===== src/rtl/uarx_consts.vh =====
// Constants for the serial receive qualification block.
// Assumes an includer working on a 40 MHz system clock.
`ifndef UARX_CONSTS_VH
`define UARX_CONSTS_VH

// ----------------------------------------
// Modes
// ----------------------------------------
`define UARX_MODE_SHIFT 2'h0
`define UARX_MODE_ASYNC8 2'h1
`define UARX_MODE_OSC9 2'h2
`define UARX_MODE_TMR9 2'h3

// ----------------------------------------
// Dividers and oversampling
// ----------------------------------------
`define UARX_DIV_SLOW 8'h0C
`define UARX_DIV_FAST 8'h04
`define UARX_OSC_PRE 2'h1
`define UARX_OSC_PRE_DBL 2'h0
`define UARX_OVS_HALF 5'h07
`define UARX_OVS_FULL 5'h1F
`define UARX_OVS_MID 5'h0F
`define UARX_TMR_FULL 9'h100

// ----------------------------------------
// Frame layout
// ----------------------------------------
`define UARX_BITS_ASYNC8 4'h9
`define UARX_BITS_NINE 4'hA
`define UARX_BITS_SHIFT 4'h8
`define UARX_ADDR_RESET 8'h00

// ----------------------------------------
// Buffering
// ----------------------------------------
`define UARX_FIFO_WIDTH 9
`define UARX_FIFO_DEPTH 16
`define UARX_FIFO_AW 4

`endif


===== src/rtl/uarx_fifo.v =====
// Synchronous FIFO with valid and ready on both sides.
// Assumes one clock and a synchronous active-high reset.
`timescale 1ns/100ps
module uarx_fifo #(
    parameter WIDTH = 9,
    parameter DEPTH = 16,
    parameter AW = 4
) (
    input wire clk,
    input wire srst,
    input wire in_valid,
    output wire in_ready,
    input wire [WIDTH-1:0] in_data,
    output wire out_valid,
    input wire out_ready,
    output wire [WIDTH-1:0] out_data
);
    reg [WIDTH-1:0] mem [0:DEPTH-1];
    reg [AW-1:0] wr_ptr_ff;
    reg [AW-1:0] rd_ptr_ff;
    reg [AW:0] count_ff;
    wire push;
    wire pop;

    assign in_ready = (count_ff != DEPTH[AW:0]);
    assign out_valid = (count_ff != {(AW+1){1'b0}});
    assign out_data = mem[rd_ptr_ff];
    assign push = in_valid && in_ready;
    assign pop = out_valid && out_ready;

    // ----------------------------------------
    // Storage and pointers
    // ----------------------------------------
    always @(posedge clk) begin
        if (push) begin
            mem[wr_ptr_ff] <= in_data;
        end
    end

    always @(posedge clk) begin
        if (srst) begin
            wr_ptr_ff <= {AW{1'b0}};
            rd_ptr_ff <= {AW{1'b0}};
            count_ff <= {(AW+1){1'b0}};
        end else begin
            if (push) begin
                wr_ptr_ff <= wr_ptr_ff + 1'b1;
            end
            if (pop) begin
                rd_ptr_ff <= rd_ptr_ff + 1'b1;
            end
            if (push && !pop) begin
                count_ff <= count_ff + 1'b1;
            end else if (pop && !push) begin
                count_ff <= count_ff - 1'b1;
            end
        end
    end
endmodule


===== src/rtl/uarx_rx.v =====
// Serial receive path with baud selection, framing check and address filter.
// Assumes rx_pin is already synchronous to clk; timer1_ovf is a one-cycle pulse.
//
// Behaviour
// - Nine-bit modes load buffer, ninth bit, set done when done clear and qualified
// - Failing frames are dropped; done stays low; wait for next falling edge
// - Mode 3 equals mode 2 except its tick comes from timer 1 overflow
// - Shift mode rate is clock/12, or clock/4 with multiprocessor enable
// - Modes 1 and 3 rate uses 256 minus reload, divisor 12 or 4
// - Timer reload value is the timer 1 high byte
// - Baud double bit doubles timer-derived rate
// - Framing check runs in modes 1, 2, 3 on stop bit low
// - Frame error flag is sticky; only software write clears it
// - Control bit 7 maps to frame error or mode bit 0, stored apart
// - With multiprocessor enable, nine-bit modes report only ninth-bit-one frames
// - Multiprocessor enable does not filter shift mode reception; there it only selects the rate
// - Mode 1 with enable reports only frames with valid stop bit
// - With enable set, address frames report only on address match
// - Mode 1 address recognition uses stop bit as ninth bit
// - Given address is own address AND mask; mask zeros ignored
// - Broadcast address is own OR mask; its zeros are don't-care
// - Own address and mask reset to zero so every address matches
// - Nine-bit frame is start, eight data LSB first, ninth, stop
// - Mode 2 rate is clock/64, or clock/32 when doubled
`timescale 1ns/100ps
`include "uarx_consts.vh"
module uarx_rx (
    input wire clk,
    input wire srst,
    input wire rx_pin,
    input wire rx_enable,
    input wire timer1_ovf,
    input wire [7:0] timer1_reload_byte,
    input wire baud_double,
    input wire frame_err_enable,
    input wire timer1_fast_clock,
    input wire ctl_bit7_wr,
    input wire ctl_bit7_wdata,
    input wire [1:0] mode_wdata,
    input wire mode_wr,
    input wire multiproc_enable,
    input wire rx_done_clr,
    input wire [7:0] own_slave_address,
    input wire [7:0] slave_address_mask,
    input wire addr_wr,
    input wire rd_ready,
    output reg ctl_bit7_rdata,
    output reg [1:0] serial_mode,
    output reg rx_done_flag,
    output reg rx_ninth_bit,
    output reg [7:0] serial_buffer,
    output reg frame_err_flag,
    output reg rx_busy,
    output reg rx_tick,
    output reg [7:0] rd_data,
    output reg rd_ninth,
    output reg rd_valid,
    output reg rx_overrun
);
    // ----------------------------------------
    // States
    // ----------------------------------------
    localparam ST_IDLE = 2'h0;
    localparam ST_START = 2'h1;
    localparam ST_DATA = 2'h2;
    localparam ST_END = 2'h3;

    reg [1:0] state_ff;
    reg [1:0] nxt_state;
    reg serial_mode_bit0_ff;
    reg serial_mode_bit1_ff;
    reg [7:0] own_slave_address_ff;
    reg [7:0] slave_address_mask_ff;
    reg [7:0] pre_ff;
    reg [8:0] tmr_ff;
    reg [4:0] ovs_ff;
    reg [3:0] bit_cnt_ff;
    reg [9:0] shift_ff;
    reg rx_prev_ff;
    reg [1:0] mode2_pre_ff;
    reg tick;
    reg [1:0] mode;
    wire fifo_in_ready;
    wire fifo_out_valid;
    wire [8:0] fifo_out_data;
    reg fifo_push;

    // ----------------------------------------
    // Helpers
    // ----------------------------------------
    function addr_match;
        input [7:0] rx_addr;
        input [7:0] own;
        input [7:0] mask;
        reg [7:0] given;
        reg [7:0] bcast;
        begin
            given = own & mask;
            bcast = own | mask;
            // Mask zeros are don't-care on the given comparison; broadcast zeros on the broadcast one
            addr_match = (((rx_addr ^ given) & mask) == 8'h00) ||
                (((rx_addr ^ bcast) & bcast) == 8'h00);
        end
    endfunction

    // ----------------------------------------
    // Mode and bit 7 storage
    // ----------------------------------------
    always @(posedge clk) begin
        if (srst) begin
            serial_mode_bit0_ff <= 1'b0;
            serial_mode_bit1_ff <= 1'b0;
            own_slave_address_ff <= `UARX_ADDR_RESET;
            slave_address_mask_ff <= `UARX_ADDR_RESET;
        end else begin
            if (mode_wr) begin
                serial_mode_bit0_ff <= mode_wdata[0];
                serial_mode_bit1_ff <= mode_wdata[1];
            end
            // Bit 7 write lands on mode bit 0 only when error access is off
            if (ctl_bit7_wr && !frame_err_enable) begin
                serial_mode_bit0_ff <= ctl_bit7_wdata;
            end
            if (addr_wr) begin
                own_slave_address_ff <= own_slave_address;
                slave_address_mask_ff <= slave_address_mask;
            end
        end
    end

    always @* begin
        mode = {serial_mode_bit0_ff, serial_mode_bit1_ff};
    end

    // ----------------------------------------
    // Baud tick, 16x oversampled for async
    // ----------------------------------------
    always @(posedge clk) begin
        if (srst) begin
            pre_ff <= 8'h00;
            tmr_ff <= 9'h000;
            mode2_pre_ff <= 2'h0;
        end else begin
            // Shift mode: clock/12 or clock/4; enable bit ignored elsewhere
            if (pre_ff >= ((mode == `UARX_MODE_SHIFT && multiproc_enable) ?
                    `UARX_DIV_FAST : `UARX_DIV_SLOW) - 8'h01) begin
                pre_ff <= 8'h00;
            end else begin
                pre_ff <= pre_ff + 8'h01;
            end
            // Overflow already carries reload and prescale; count for halving
            if (timer1_ovf) begin
                tmr_ff <= tmr_ff + 9'h001;
            end
            mode2_pre_ff <= mode2_pre_ff + 2'h1;
        end
    end

    always @* begin
        case (mode)
            `UARX_MODE_SHIFT: tick = (pre_ff == 8'h00);
            // Oscillator rate /64, doubled to /32: 16x oversample at clock/4 or /2
            `UARX_MODE_OSC9: tick = baud_double ?
                ({1'b0, mode2_pre_ff[0]} == `UARX_OSC_PRE_DBL) :
                (mode2_pre_ff == `UARX_OSC_PRE);
            // Timer modes: external overflow, slow or fast prescale, 32 or 16 overflows per bit
            `UARX_MODE_ASYNC8,
            `UARX_MODE_TMR9: tick = timer1_ovf && (baud_double || tmr_ff[0]);
            default: tick = 1'b0;
        endcase
    end

    // ----------------------------------------
    // Receive state machine
    // ----------------------------------------
    always @* begin
        nxt_state = state_ff;
        case (state_ff)
            ST_IDLE: if (rx_enable && rx_prev_ff && !rx_pin) nxt_state = ST_START;
            ST_START: if (tick && ovs_ff == `UARX_OVS_HALF) nxt_state = rx_pin ? ST_IDLE : ST_DATA;
            ST_DATA: if (tick && ovs_ff == `UARX_OVS_MID && bit_cnt_ff ==
                ((mode == `UARX_MODE_ASYNC8) ? `UARX_BITS_ASYNC8 - 4'h1 :
                `UARX_BITS_NINE - 4'h1)) nxt_state = ST_END;
            ST_END: nxt_state = ST_IDLE;
            default: nxt_state = ST_IDLE;
        endcase
    end

    always @(posedge clk) begin
        if (srst) begin
            state_ff <= ST_IDLE;
            ovs_ff <= 5'h00;
            bit_cnt_ff <= 4'h0;
            shift_ff <= 10'h000;
            rx_prev_ff <= 1'b1;
        end else begin
            state_ff <= nxt_state;
            rx_prev_ff <= rx_pin;
            if (state_ff == ST_IDLE) begin
                ovs_ff <= 5'h00;
                bit_cnt_ff <= 4'h0;
            end else if (tick) begin
                // Half period of oversampling wraps first, then full bits
                if (ovs_ff == ((state_ff == ST_START) ? `UARX_OVS_HALF : `UARX_OVS_MID)) begin
                    ovs_ff <= 5'h00;
                    if (state_ff == ST_DATA) begin
                        shift_ff <= {rx_pin, shift_ff[9:1]};
                        bit_cnt_ff <= bit_cnt_ff + 4'h1;
                    end
                end else begin
                    ovs_ff <= ovs_ff + 5'h01;
                end
            end
        end
    end

    // ----------------------------------------
    // Frame end qualification
    // ----------------------------------------
    reg [7:0] frm_data;
    reg frm_ninth;
    reg frm_stop;
    reg frm_match;
    reg frm_load;
    always @* begin
        // Async8 keeps stop in bit 9; nine-bit keeps stop in 9, ninth in 8 and data below
        if (mode == `UARX_MODE_ASYNC8) begin
            frm_data = shift_ff[8:1];
            frm_ninth = shift_ff[9];
            frm_stop = shift_ff[9];
        end else begin
            frm_data = shift_ff[7:0];
            frm_ninth = shift_ff[8];
            frm_stop = shift_ff[9];
        end
        frm_match = addr_match(frm_data, own_slave_address_ff, slave_address_mask_ff);
        frm_load = !rx_done_flag && (!multiproc_enable || (mode == `UARX_MODE_SHIFT) ||
            (frm_ninth && frm_match));
    end

    always @(posedge clk) begin
        if (srst) begin
            rx_done_flag <= 1'b0;
            rx_ninth_bit <= 1'b0;
            serial_buffer <= 8'h00;
            frame_err_flag <= 1'b0;
            fifo_push <= 1'b0;
        end else begin
            fifo_push <= 1'b0;
            if (state_ff == ST_END && frm_load) begin
                serial_buffer <= frm_data;
                rx_ninth_bit <= frm_ninth;
                rx_done_flag <= 1'b1;
                fifo_push <= fifo_in_ready;
            end else if (rx_done_clr) begin
                rx_done_flag <= 1'b0;
            end
            // Sticky: only write with error access enabled clears it; set wins
            if (state_ff == ST_END && !frm_stop && mode != `UARX_MODE_SHIFT) begin
                frame_err_flag <= 1'b1;
            end else if (ctl_bit7_wr && frame_err_enable && !ctl_bit7_wdata) begin
                frame_err_flag <= 1'b0;
            end
        end
    end

    // ----------------------------------------
    // Output registers
    // ----------------------------------------
    always @(posedge clk) begin
        if (srst) begin
            ctl_bit7_rdata <= 1'b0;
            serial_mode <= 2'h0;
            rx_busy <= 1'b0;
            rx_tick <= 1'b0;
            rd_data <= 8'h00;
            rd_ninth <= 1'b0;
            rd_valid <= 1'b0;
            rx_overrun <= 1'b0;
        end else begin
            ctl_bit7_rdata <= frame_err_enable ? frame_err_flag : serial_mode_bit0_ff;
            serial_mode <= mode;
            rx_busy <= (state_ff != ST_IDLE);
            rx_tick <= tick;
            // Skid-free pop: present one word, drop valid on accept
            if (rd_valid && rd_ready) begin
                rd_valid <= 1'b0;
            end else if (!rd_valid && fifo_out_valid) begin
                rd_data <= fifo_out_data[7:0];
                rd_ninth <= fifo_out_data[8];
                rd_valid <= 1'b1;
            end
            // A qualified frame lost to a full FIFO is reported, not stored
            rx_overrun <= (state_ff == ST_END && frm_load && !fifo_in_ready);
        end
    end

    wire fifo_pop_ready;
    assign fifo_pop_ready = !rd_valid;

    uarx_fifo #(
        .WIDTH(`UARX_FIFO_WIDTH),
        .DEPTH(`UARX_FIFO_DEPTH),
        .AW(`UARX_FIFO_AW)
    ) u_fifo (
        .clk(clk),
        .srst(srst),
        .in_valid(fifo_push),
        .in_ready(fifo_in_ready),
        .in_data({rx_ninth_bit, serial_buffer}),
        .out_valid(fifo_out_valid),
        .out_ready(fifo_pop_ready),
        .out_data(fifo_out_data)
    );
endmodule


===== config.mk =====
export PLATFORM = sky130hd
export DESIGN_NAME = uarx_rx
export DESIGN_NICKNAME = d
export VERILOG_FILES = /design/src/rtl/uarx_fifo.v /design/src/rtl/uarx_rx.v
export VERILOG_INCLUDE_DIRS = /design/src /design/src/rtl
export SDC_FILE = /design/constraint.sdc
export NUM_CORES = 1
export LEC_CHECK = 0
export BUFFER_PORTS_ARGS = -buffer_cell sky130_fd_sc_hd__buf_2
export CORE_MARGIN = 1.5
export CORE_UTILIZATION = 60
export DETAILED_ROUTE_END_ITERATION = 6
export MAX_ROUTING_LAYER = met4
export PLACE_DENSITY = 0.76
export SYNTH_ARGS = -nofsm -noshare
export SYNTH_HDL_FRONTEND = slang
export SYNTH_HIERARCHICAL = 1
export SYNTH_SLANG_ARGS = --single-unit

===== constraint.sdc =====
create_clock -name clk -period 3.6 [get_ports clk]
set_input_delay 0.54 -clock clk [delete_from_list [all_inputs] [get_ports clk]]
set_output_delay 0.54 -clock clk [all_outputs]
set_load 0.1 [all_outputs]

==> run_results.csv, run 1 <==
group,metric,value,unit
timing,relSlewSlack,17.3,%
synth,synth_top_area_share,43.8,%
finish,antenna_cells,0,
worst_setup_path,crit_arrival,3.42,ns
global_route,grt_busiest_layer,"met2",
floorplanning,initial_core_util,61.7,%
job,timing.max_cap.violations,0,
worst_setup_path,end_kind,"flip-flop",
drt,final_antenna_net_count,0,
global_route,met2_usage,42.2,%
timing,hold_viol_final,0,
drt,via_count,5897,
finish,fin_nets,831,
timing,fin_crit_sh,84.9,%
status,outcome,"finished, final reports clean",
worst_setup_path,cp_max_fo,18,
placement,gp_congestion,0.836,
floorplanning,coreArea,16000,sq um
worst_setup_path,path_delay_family,"compound AO/OA/AOI/OAI gates",
clock_tree,postCtsResizedCells,0,
synth,synth-seq-cells,240,
worst_setup_path,reg2reg_depth,7,
drt,drt_first_pass_iters,5,
clock_tree,postCtsSetupBuffers,0,
synth,synth_cell_types,61,
timing,fin_skew,0.0171,ns
synth,synth_area_per_cell,13.9,sq um
worst_setup_path,slowest_delay,0.65,ns
finish,syn_to_final_growth,12.8,%
synth,syn-instance-count,709,
hold_path,whs_endpoint,"rd_valid",
worst_setup_path,cp-start-kind,"flip-flop",
power_and_ir_drop,leakage,3.68,nW
synth,yosys.area.top_type,"edfxtp_1",
synth,ys.warnings.count,6,
timing,slew_violations,0,
clock_tree,cts_tree,"done",
global_route,antenna_found_initial,0,
worst_setup_path,reg2reg_setup_slack,0.55,ns
clock_tree,clk-insertion-delay-late,0.51,ns
finish,finish.utilization,69.5,%
timing,fin_ws,0.545,ns
floorplanning,die_area,17200,sq um
timing,rsz0062_at_grt,"false",
clock_tree,cts_root_buffer,"clkbuf_16",
synth,synth_edf_count,144,
worst_setup_path,criticalPathCategory,"reg2reg",
floorplanning,ios,68,
power_and_ir_drop,cellPowerDensity,610,nW/um^2
floorplanning,die_x,131,um
hold_path,hp-class,"in2reg",
synth,ys_seq_area_share,63.3,%
global_route,met3_usage,2.85,%
clock_tree,numCtsBuffers,24,
global_route,grt_max_degree,50,
worst_setup_path,critPathSlowestCell,"a31o_1",
drt,drc,0,
worst_setup_path,crit_required,3.96,ns
placement,hpwlAfterDp,12.8,mm
clock_tree,htreeDepth,1,
clock_tree,hold_buffers,0,
synth,synthFlopType,"edfxtp_1",
global_route,grt_pass1_wl,31.6,mm
timing,finalSetupViolCount,0,
placement,portBuffers,58,
timing,max_freq,0.327,GHz
worst_setup_path,r2r-start,"serial_mode_bit1_ff",
synth,netlist_area,9870,sq um
worst_setup_path,cp_cell_sequence,"nor2b_4 > mux2i_1 > mux2i_1 > a2111oi_2 > a31o_1 > nand3_1 > nor3b_2",
global_route,grt_overflow,0,
finish,drive_gt1_share,23.6,%
floorplanning,rows,46,
drt,drtIter0Drc,489,
timing,period_needed,3.05,ns
worst_setup_path,crit_top_cell,"mux2i_1",
synth,yosysMostFrequentCell,"edfxtp_1",
clock_tree,clock_path_buffers,3,
hold_path,min_from,"rd_ready",
drt,wl_per_cell,19.5,um
worst_setup_path,path_buf_inv,0,
placement,numPlacedInstances,963,
global_route,grt_pass1_vias,6029,
clock_tree,clock_sinks,240,
worst_setup_path,r2r_end,"serial_buffer[0]",
drt,vias_per_cell,5.86,
drt,drt-total-wl,19.6,mm
global_route,grt_usage,24.1,%
timing,worst_slew_pin_slew,1.23,ns
global_route,grt_use_met1,29.9,%
finish,fin_cells,1007,
power_and_ir_drop,ir_drop,433,uV
finish,fillers,1118,
clock_tree,clk_pin_slew,0.06,ns
placement,preCtsSetupSlack,0.615,ns
synth,synth.area.top_cells,"edfxtp_1 (44%), dfxtp_1 (19%), mux4_2 (8.2%)",
hold_path,whs_path_depth,2,
floorplanning,die_y,131,um
synth,async_flop_share,0,%
synth,synthTopCellsByCount,"edfxtp_1 (144), dfxtp_1 (96), nor2_1 (79)",
timing,setup_tns,0,ns
==> flip-flops by register name (all words and copies together), names as in the netlist, 8 cells and up, named ones only <==
signal           cells
addr_match.mask      8
u_fifo/mem         144
addr_match.own       8
pre_ff               8
rd_data              8
shift_ff            10
serial_buffer        8
==> logic make-up after synthesis <==
logic type / count (synthesis) / synth area share (%)
adder cells (fa/ha/maj): 17 / 2.23
AO/OA/AOI/OAI: 83 / 5.64
XOR/XNOR: 23 / 2.04
AND/OR/NAND/NOR: 213 / 11.3
buffers and inverters: 54 / 2.80
other: 1 / 0.0380
flip-flops: 240 / 63.3
multiplexers: 78 / 12.6
==> per-layer routing <==
metal  routed length [um]  up-vias
li1                     -     2741
met1                 8040     2955
met2                10400      171
met3                  847       30
met4                  369        0
met5                    0        -
==> placed cells by master, fill, tap and decap left out, types with 3 or more instances in the layout <==
cell       synthesis  layout
a22oi_1           22      22
or2_2              6       6
nand4_1            3       3
mux4_2            36      36
mux2i_1           40      40
clkbuf_8           2       3
o211ai_1           3       3
nand3_1           14      14
nor3_1             4       4
o21ai_0            5       5
clkbuf_16          0      25
a21oi_1           34      34
nor2_1            79      79
nand2b_1           8       8
or3_1              3       3
xnor2_1           14      14
nor4_2             0       4
buf_4              5      13
and2_2             4       4
a211oi_1           5       5
xor2_1             9       9
dfxtp_1           96      95
conb_1             1       3
and2_1             7       7
inv_1             18      18
clkinv_2           0       8
nand2_1           43      43
edfxtp_1         144     144
nor4_1             7       3
nor3b_2           10      10
and3b_2            3       3
buf_2              2      58
nor2b_1            9       9
clkbuf_1          18       4
ha_1              16      16
==> worst register-to-register path, cell delays in order (launching register included) <==
cell	delay, ns
dfxtp_1	0.51
nor2b_4	0.38
mux2i_1	0.43
mux2i_1	0.18
a2111oi_2	0.37
a31o_1	0.65
nand3_1	0.19
nor3b_2	0.20
==> worst max path at each step <==
stage	cells past startpoint	endpoint	from
3_5_place_dp	10	u_fifo/count_ff[4]	u_fifo/count_ff[0]
4_1_cts	7	serial_buffer[0]	serial_mode_bit1_ff
2_1_floorplan	9	u_fifo/count_ff[4]	rd_valid
6_report	7	serial_buffer[0]	serial_mode_bit1_ff
5_1_grt	7	rx_ninth_bit	serial_mode_bit1_ff
3_3_place_gp	10	u_fifo/count_ff[4]	u_fifo/count_ff[0]
==> per-stage QoR <==
stage | power (W) | hold slack, ns | area (sq um)
final | 0.00678 | 0.222 | 11100
after global routing | 0.00705 | 0.229 | 11100
after CTS | 0.00682 | 0.206 | 11100
after global placement | 0.00438 | 0.427 | 10400
after detailed placement | 0.00442 | 0.445 | 10400
after floorplan | 0.00418 | 0.418 | 9870
==> cell type report <==
cell class              count  area [sq um]  share of cell area, %
clock inverters            12          92.6                  0.832
clock buffers              32           682                   6.13
multi-input cells         417          3380                   30.3
repair buffers             71           388                   3.49
well taps                 216           270                   2.43
inverters                  19          71.3                  0.641
flip-flops and latches    240          6250                   56.1
==> where the power goes <==
| group | total (W) | switching [W] | internal, W |
|---|---|---|---|
| clock network | 0.00241 | 0.000999 | 0.00141 |
| logic | 0.00127 | 0.000811 | 0.000455 |
| registers | 0.00311 | 0.000125 | 0.00298 |
| total | 0.00678 | 0.00193 | 0.00485 |
(Power assumes the default switching activity.)
==> run 2: changes to the inputs <==
- CORE_UTILIZATION: 60 -> 54
- PLACE_DENSITY: 0.76 -> 0.72
- clock period: 3.6 -> 2.6 ns (I/O delays scaled with it)
==> run_results.csv, run 2 (same netlist as run 1, synthesis figures left out) <==
group,metric,value,unit
status,outcome,"finished, final reports clean",
global_route,grt_pass1_wl,31.8,mm
worst_setup_path,path_buf_inv,2,
finish,final_area,11500,sq um
hold_path,whs_path_depth,2,
power_and_ir_drop,ir_drop,905,uV
global_route,antenna_found_initial,0,
timing,fin_crit_sh,95.6,%
timing,slew_violations,0,
timing,period_needed,2.49,ns
drt,drtIter0Drc,318,
finish,top_regs,"u_fifo/mem (144), shift_ff (10)",
drt,vias_per_cell,5.71,
worst_setup_path,cp-start-kind,"flip-flop",
global_route,grt_overflow,0,
placement,gp_congestion,0.824,
timing,finalSetupViolCount,0,
clock_tree,cts_tree,"done",
finish,syn_to_final_growth,16.2,%
finish,most-common-layout-cells,"edfxtp_1 (144), dfxtp_1 (94), nor2_1 (79)",
clock_tree,hold_buffers,0,
clock_tree,cts_root_buffer,"clkbuf_16",
worst_setup_path,critPathSlowestCell,"or4_4",
timing,worst_slew_pin_slew,1.26,ns
worst_setup_path,cp.depth,10,
worst_setup_path,end_kind,"flip-flop",
finish,fillers,1300,
finish,largest_reg_flops,144,
clock_tree,clk_pin_slew,0.06,ns
worst_setup_path,crit_required,3.05,ns
worst_setup_path,path_delay_family,"simple AND/OR/NAND/NOR gates",
drt,via_count,5947,
hold_path,hp-class,"in2reg",
timing,max_freq,0.402,GHz
floorplanning,coreArea,18000,sq um
drt,drc,0,
global_route,grt_max_degree,37,
finish,final_common_cell,"edfxtp_1",
clock_tree,clock_path_buffers,3,
placement,placedInstanceArea,10500,sq um
finish,top_register,"u_fifo/mem",
floorplanning,ios,68,
drt,drt_first_pass_iters,4,
floorplanning,rows,49,
drt,final_antenna_net_count,0,
clock_tree,htreeDepth,1,
clock_tree,clk-insertion-delay-late,0.51,ns
timing,fin_skew,0.0148,ns
worst_setup_path,criticalPathCategory,"reg2reg",
finish,drive_gt1_share,26.6,%
clock_tree,clock_sinks,240,
timing,hold_viol_final,0,
floorplanning,die_y,138,um
drt,wl_per_cell,19.5,um
floorplanning,die_area,19100,sq um
timing,relSlewSlack,15.2,%
worst_setup_path,cp_cell_sequence,"or4_4 > o21ai_4 > inv_2 > ha_4 > inv_4 > ha_1 > a21o_2 > a21oi_2 > nor4bb_1 > or3_1",
worst_setup_path,reg2reg_depth,10,
worst_setup_path,slowest_delay,0.59,ns
worst_setup_path,crit_arrival,2.93,ns
power_and_ir_drop,p_total,0.0100,W
global_route,grt_usage,21.8,%
placement,hpwlAfterDp,13.7,mm
finish,antenna_cells,0,
power_and_ir_drop,cellPowerDensity,876,nW/um^2
power_and_ir_drop,leakage,3.84,nW
worst_setup_path,cp_max_fo,5,
drt,drt-total-wl,20.3,mm
global_route,grt_pass1_vias,6020,
placement,portBuffers,58,
finish,fin_nets,852,
clock_tree,numCtsBuffers,25,
floorplanning,initial_core_util,54.9,%
job,timing.max_cap.violations,0,
floorplanning,die_x,138,um
-- run 2: repair_timing --
action / in CTS / in global routing
setup endpoints to repair: 2 / 2
pin swaps: 1 / 3
gates resized for setup: 0 / 4
setup buffers: 1 / 1
endpoints found under the hold margin: 0 / 0
-- run 2: worst reg2reg max path, cell delays in order (launching register included) --
cell      delay, ns
dfxtp_1        0.32
or4_4          0.59
o21ai_4        0.16
inv_2          0.07
ha_4           0.17
inv_4          0.08
ha_1           0.23
a21o_2         0.22
a21oi_2        0.14
nor4bb_1       0.30
or3_1          0.16
-- run 2: final cells by class --
| type | instances | area (sq um) | area share, % |
|---|---|---|---|
| well taps | 229 | 287 | 2.50 |
| inverters | 19 | 73.8 | 0.644 |
| repair buffers | 91 | 551 | 4.80 |
| flip-flops and latches | 240 | 6250 | 54.5 |
| clock buffers | 31 | 658 | 5.74 |
| multi-input cells | 417 | 3410 | 29.8 |
| clock inverters | 15 | 235 | 2.05 |
-- run 2: layer usage --
metal  share of wire (%)  global-route usage [%]
met4                 2.1                    5.98
met2                  51                    37.8
met5                   0                       -
met1                  40                    26.7
met3                 6.0                    3.39
-- run 2: path summary, 6_finish.rpt --
path                      startpoint                  to  slack, ns
setup / recovery  u_fifo/count_ff[3]  u_fifo/count_ff[3]       0.11
hold / removal              rd_ready            rd_valid       0.07
setup reg to reg  u_fifo/count_ff[3]  u_fifo/count_ff[3]       0.11
hold reg to reg           rd_data[7]          rd_data[7]       0.46
-- run 2: metrics by stage --
step | hold WS [ns] | util (%) | cells | setup slack (ns) | TNS, ns
after global placement | 0.433 | 58.6 | 994 | 0.0719 | 0
after global routing | 0.0805 | 63.8 | 1042 | -0.000557 | -0.000557
after CTS | 0.0512 | 63.6 | 1041 | 0.0000411 | 0
after floorplan | 0.418 | - | 711 | -0.00462 | -0.00462
final | 0.0750 | 63.8 | 1042 | 0.114 | 0
after detailed placement | 0.447 | 58.6 | 994 | -0.00280 | -0.00280
-- run 2: power breakdown --
part	internal, W	leakage, nW	total, W	switching [W]
combinational	0.000736	1.57	0.00195	0.00121
clock	0.00240	0.444	0.00383	0.00143
sequential	0.00413	1.83	0.00426	0.000128
total	0.00727	3.84	0.0100	0.00277
==> run 3: changes to the inputs <==
- BUFFER_PORTS_ARGS: -buffer_cell sky130_fd_sc_hd__buf_2 -> default
- CORE_UTILIZATION: 54 -> 57
- DONT_BUFFER_PORTS: default -> 1
- SYNTH_HIERARCHICAL: 1 -> default
==> run_results.csv, run 3 <==
group,metric,value,unit
synth,synth-xor-area-share,2.17,%
finish,syn_to_final_growth,13.0,%
synth,synth_cell_types,52,
synth,netlist_area,9670,sq um
clock_tree,numCtsBuffers,24,
synth,yosys.area.top_type,"edfxtp_1",
worst_setup_path,cp_max_fo,3,
drt,drtIter0Drc,394,
timing,whs,0.0321,ns
synth,synth_compound_area_share,4.39,%
finish,finish.utilization,65.9,%
worst_setup_path,end_kind,"flip-flop",
drt,final_antenna_net_count,0,
power_and_ir_drop,seqPwrFrac,46.0,%
global_route,grt_max_degree,75,
drt,via_count,5425,
floorplanning,die_x,133,um
clock_tree,clock_path_buffers,3,
clock_tree,clk-insertion-delay-late,0.51,ns
timing,hold_viol_final,0,
timing,relSlewSlack,31.0,%
global_route,antenna_found_initial,0,
synth,synth_fa_ha_area_share,2.28,%
power_and_ir_drop,p_int,0.00706,W
finish,largest_reg_flops,144,
floorplanning,ios,68,
worst_setup_path,cp-start-kind,"flip-flop",
timing,max_freq,0.398,GHz
synth,synth_area_per_cell,14.3,sq um
global_route,grt_overflow,0,
timing,finalSetupViolCount,0,
synth,synth_top_family_by_area,"multiplexers",
global_route,grt_usage,21.9,%
synth,synth_edf_count,144,
synth,synth.area.top_cells,"edfxtp_1 (45%), dfxtp_1 (19%), mux4_2 (10%)",
synth,synth-seq-cells,236,
floorplanning,rows,47,
power_and_ir_drop,p_sw,0.00296,W
synth,syn-instance-count,676,
global_route,grt_pass1_vias,5692,
clock_tree,clk_pin_slew,0.06,ns
power_and_ir_drop,pwr-share-clk,32.6,%
clock_tree,clock_sinks,236,
worst_setup_path,criticalPathCategory,"reg2reg",
power_and_ir_drop,ir_drop,877,uV
status,outcome,"finished, final reports clean",
power_and_ir_drop,leakage,4.06,nW
placement,hpwlAfterDp,12.1,mm
synth,async_flop_share,0,%
power_and_ir_drop,p_sw_share,29.5,%
power_and_ir_drop,p_total,0.0100,W
finish,drive_gt1_share,21.7,%
synth,ys.warnings.count,0,
clock_tree,postCtsSetupBuffers,0,
drt,vias_per_cell,5.75,
drt,wl_per_cell,19.5,um
finish,top_regs,"u_fifo.mem (144), shift_ff (10)",
synth,ys_seq_area_share,63.8,%
timing,period_needed,2.52,ns
drt,drc,0,
timing,setup_tns,0,ns
placement,numPlacedInstances,901,
placement,gp_congestion,0.829,
finish,multiInputGateArea,3310,sq um
finish,top_register,"u_fifo.mem",
power_and_ir_drop,p_comb_share,21.4,%
finish,fillers,1205,
global_route,grt_pass1_wl,29.6,mm
synth,yosysMostFrequentCell,"edfxtp_1",
floorplanning,die_y,133,um
timing,worst_slew_pin_slew,1.03,ns
synth,synth_mux_area_share,14.6,%
finish,most-common-layout-cells,"edfxtp_1 (144), dfxtp_1 (89), nor2_1 (86)",
finish,seqCellArea,6170,sq um
floorplanning,die_area,17800,sq um
floorplanning,coreArea,16600,sq um
finish,fin_cells,944,
synth,synthTopCellsByCount,"edfxtp_1 (144), dfxtp_1 (92), nor2_1 (86)",
drt,drt_first_pass_iters,4,
clock_tree,htreeDepth,1,
clock_tree,cts_tree,"done",
power_and_ir_drop,cellPowerDensity,917,nW/um^2
synth,synthFlopType,"edfxtp_1",
finish,final_common_cell,"edfxtp_1",
job,timing.max_cap.violations,0,
timing,fin_crit_sh,96.7,%
clock_tree,cts_root_buffer,"clkbuf_16",
placement,portBuffers,0,
worst_setup_path,crit_required,2.98,ns
floorplanning,initial_core_util,58.3,%
drt,drt-total-wl,18.4,mm
synth,synth_top_area_share,44.7,%
timing,slew_violations,0,
timing,fin_skew,0.00852,ns
worst_setup_path,crit_arrival,2.90,ns
hold_path,hp-class,"in2reg",
finish,antenna_cells,0,
synth,synth-simple-area-share,10.2,%
finish,fin_nets,767,
run 3: per-layer routing:
layer | vias to the layer above | share of wire, % | track usage (%)
met4 | 0 | 2.4 | 5.13
met3 | 37 | 4.0 | 3.81
met5 | - | 0 | -
met1 | 2721 | 41 | 25.6
met2 | 118 | 53 | 39.6
li1 | 2549 | - | -
run 3: path summary, 6_finish.rpt:
| check | slack, ns | cells after the start | startpoint | endpoint |
|---|---|---|---|---|
| max | 0.08 | 12 | u_fifo.count_ff[0] | u_fifo.count_ff[3] |
| min reg2reg | 0.45 | 1 | mode2_pre_ff[0] | mode2_pre_ff[0] |
| min | 0.03 | 2 | ctl_bit7_wdata | serial_mode_bit0_ff |
| max reg2reg | 0.08 | 12 | u_fifo.count_ff[0] | u_fifo.count_ff[3] |
run 3: cells by family (layout without fill, tap and decap cells):
family / Yosys count / in the layout
compound gates: 66 / 66
buf+inv: 51 / 97
xor+xnor: 24 / 24
flops: 236 / 236
fa+ha+maj: 17 / 17
mux: 84 / 84
simple gates: 197 / 197
other cells: 1 / 3
run 3: layout make-up:
cell class | instances | share of cell area (%)
clock buffers | 30 | 5.90
inverters | 15 | 0.515
multi-input cells | 391 | 30.3
well taps | 220 | 2.52
clock inverters | 11 | 0.927
repair buffers | 41 | 3.37
flip-flops and latches | 236 | 56.5
run 3: repair_timing:
| action | 4_1_cts | 5_1_grt |
|---|---|---|
| endpoints found under the setup margin | 0 | 2 |
| gates resized for setup | 0 | 6 |
| endpoints found under the hold margin | 74 | 0 |
| hold buffers | 2 | 0 |
run 3: power groups by stage:
stage	clock (W)	combinational, W	sequential, W
after floorplan	0	0.00145	0.00480
after global placement	0	0.00199	0.00467
after detailed placement	0	0.00208	0.00467
after CTS	0.00334	0.00211	0.00460
after global routing	0.00347	0.00229	0.00463
final	0.00327	0.00214	0.00461
run 3: stage by stage:
stage | area [sq um] | worst slack, ns
3_3_place_gp | 10100 | 0.165
2_1_floorplan | 9690 | 0.00263
5_1_grt | 10900 | -0.0146
3_5_place_dp | 10100 | 0.0182
6_report | 10900 | 0.0845
4_1_cts | 10900 | 0.00122
run 3: critical path, cell delays in order (launching register included):
cell and delay [ns]:
dfxtp_1 0.34, nor4_4 0.33, nand2_2 0.13, and2_1 0.20
ha_2 0.20, inv_1 0.14, ha_1 0.27, a21o_1 0.21
a21oi_2 0.18, xor2_1 0.17, nor2_1 0.05, a21oi_1 0.12
nor2_1 0.05
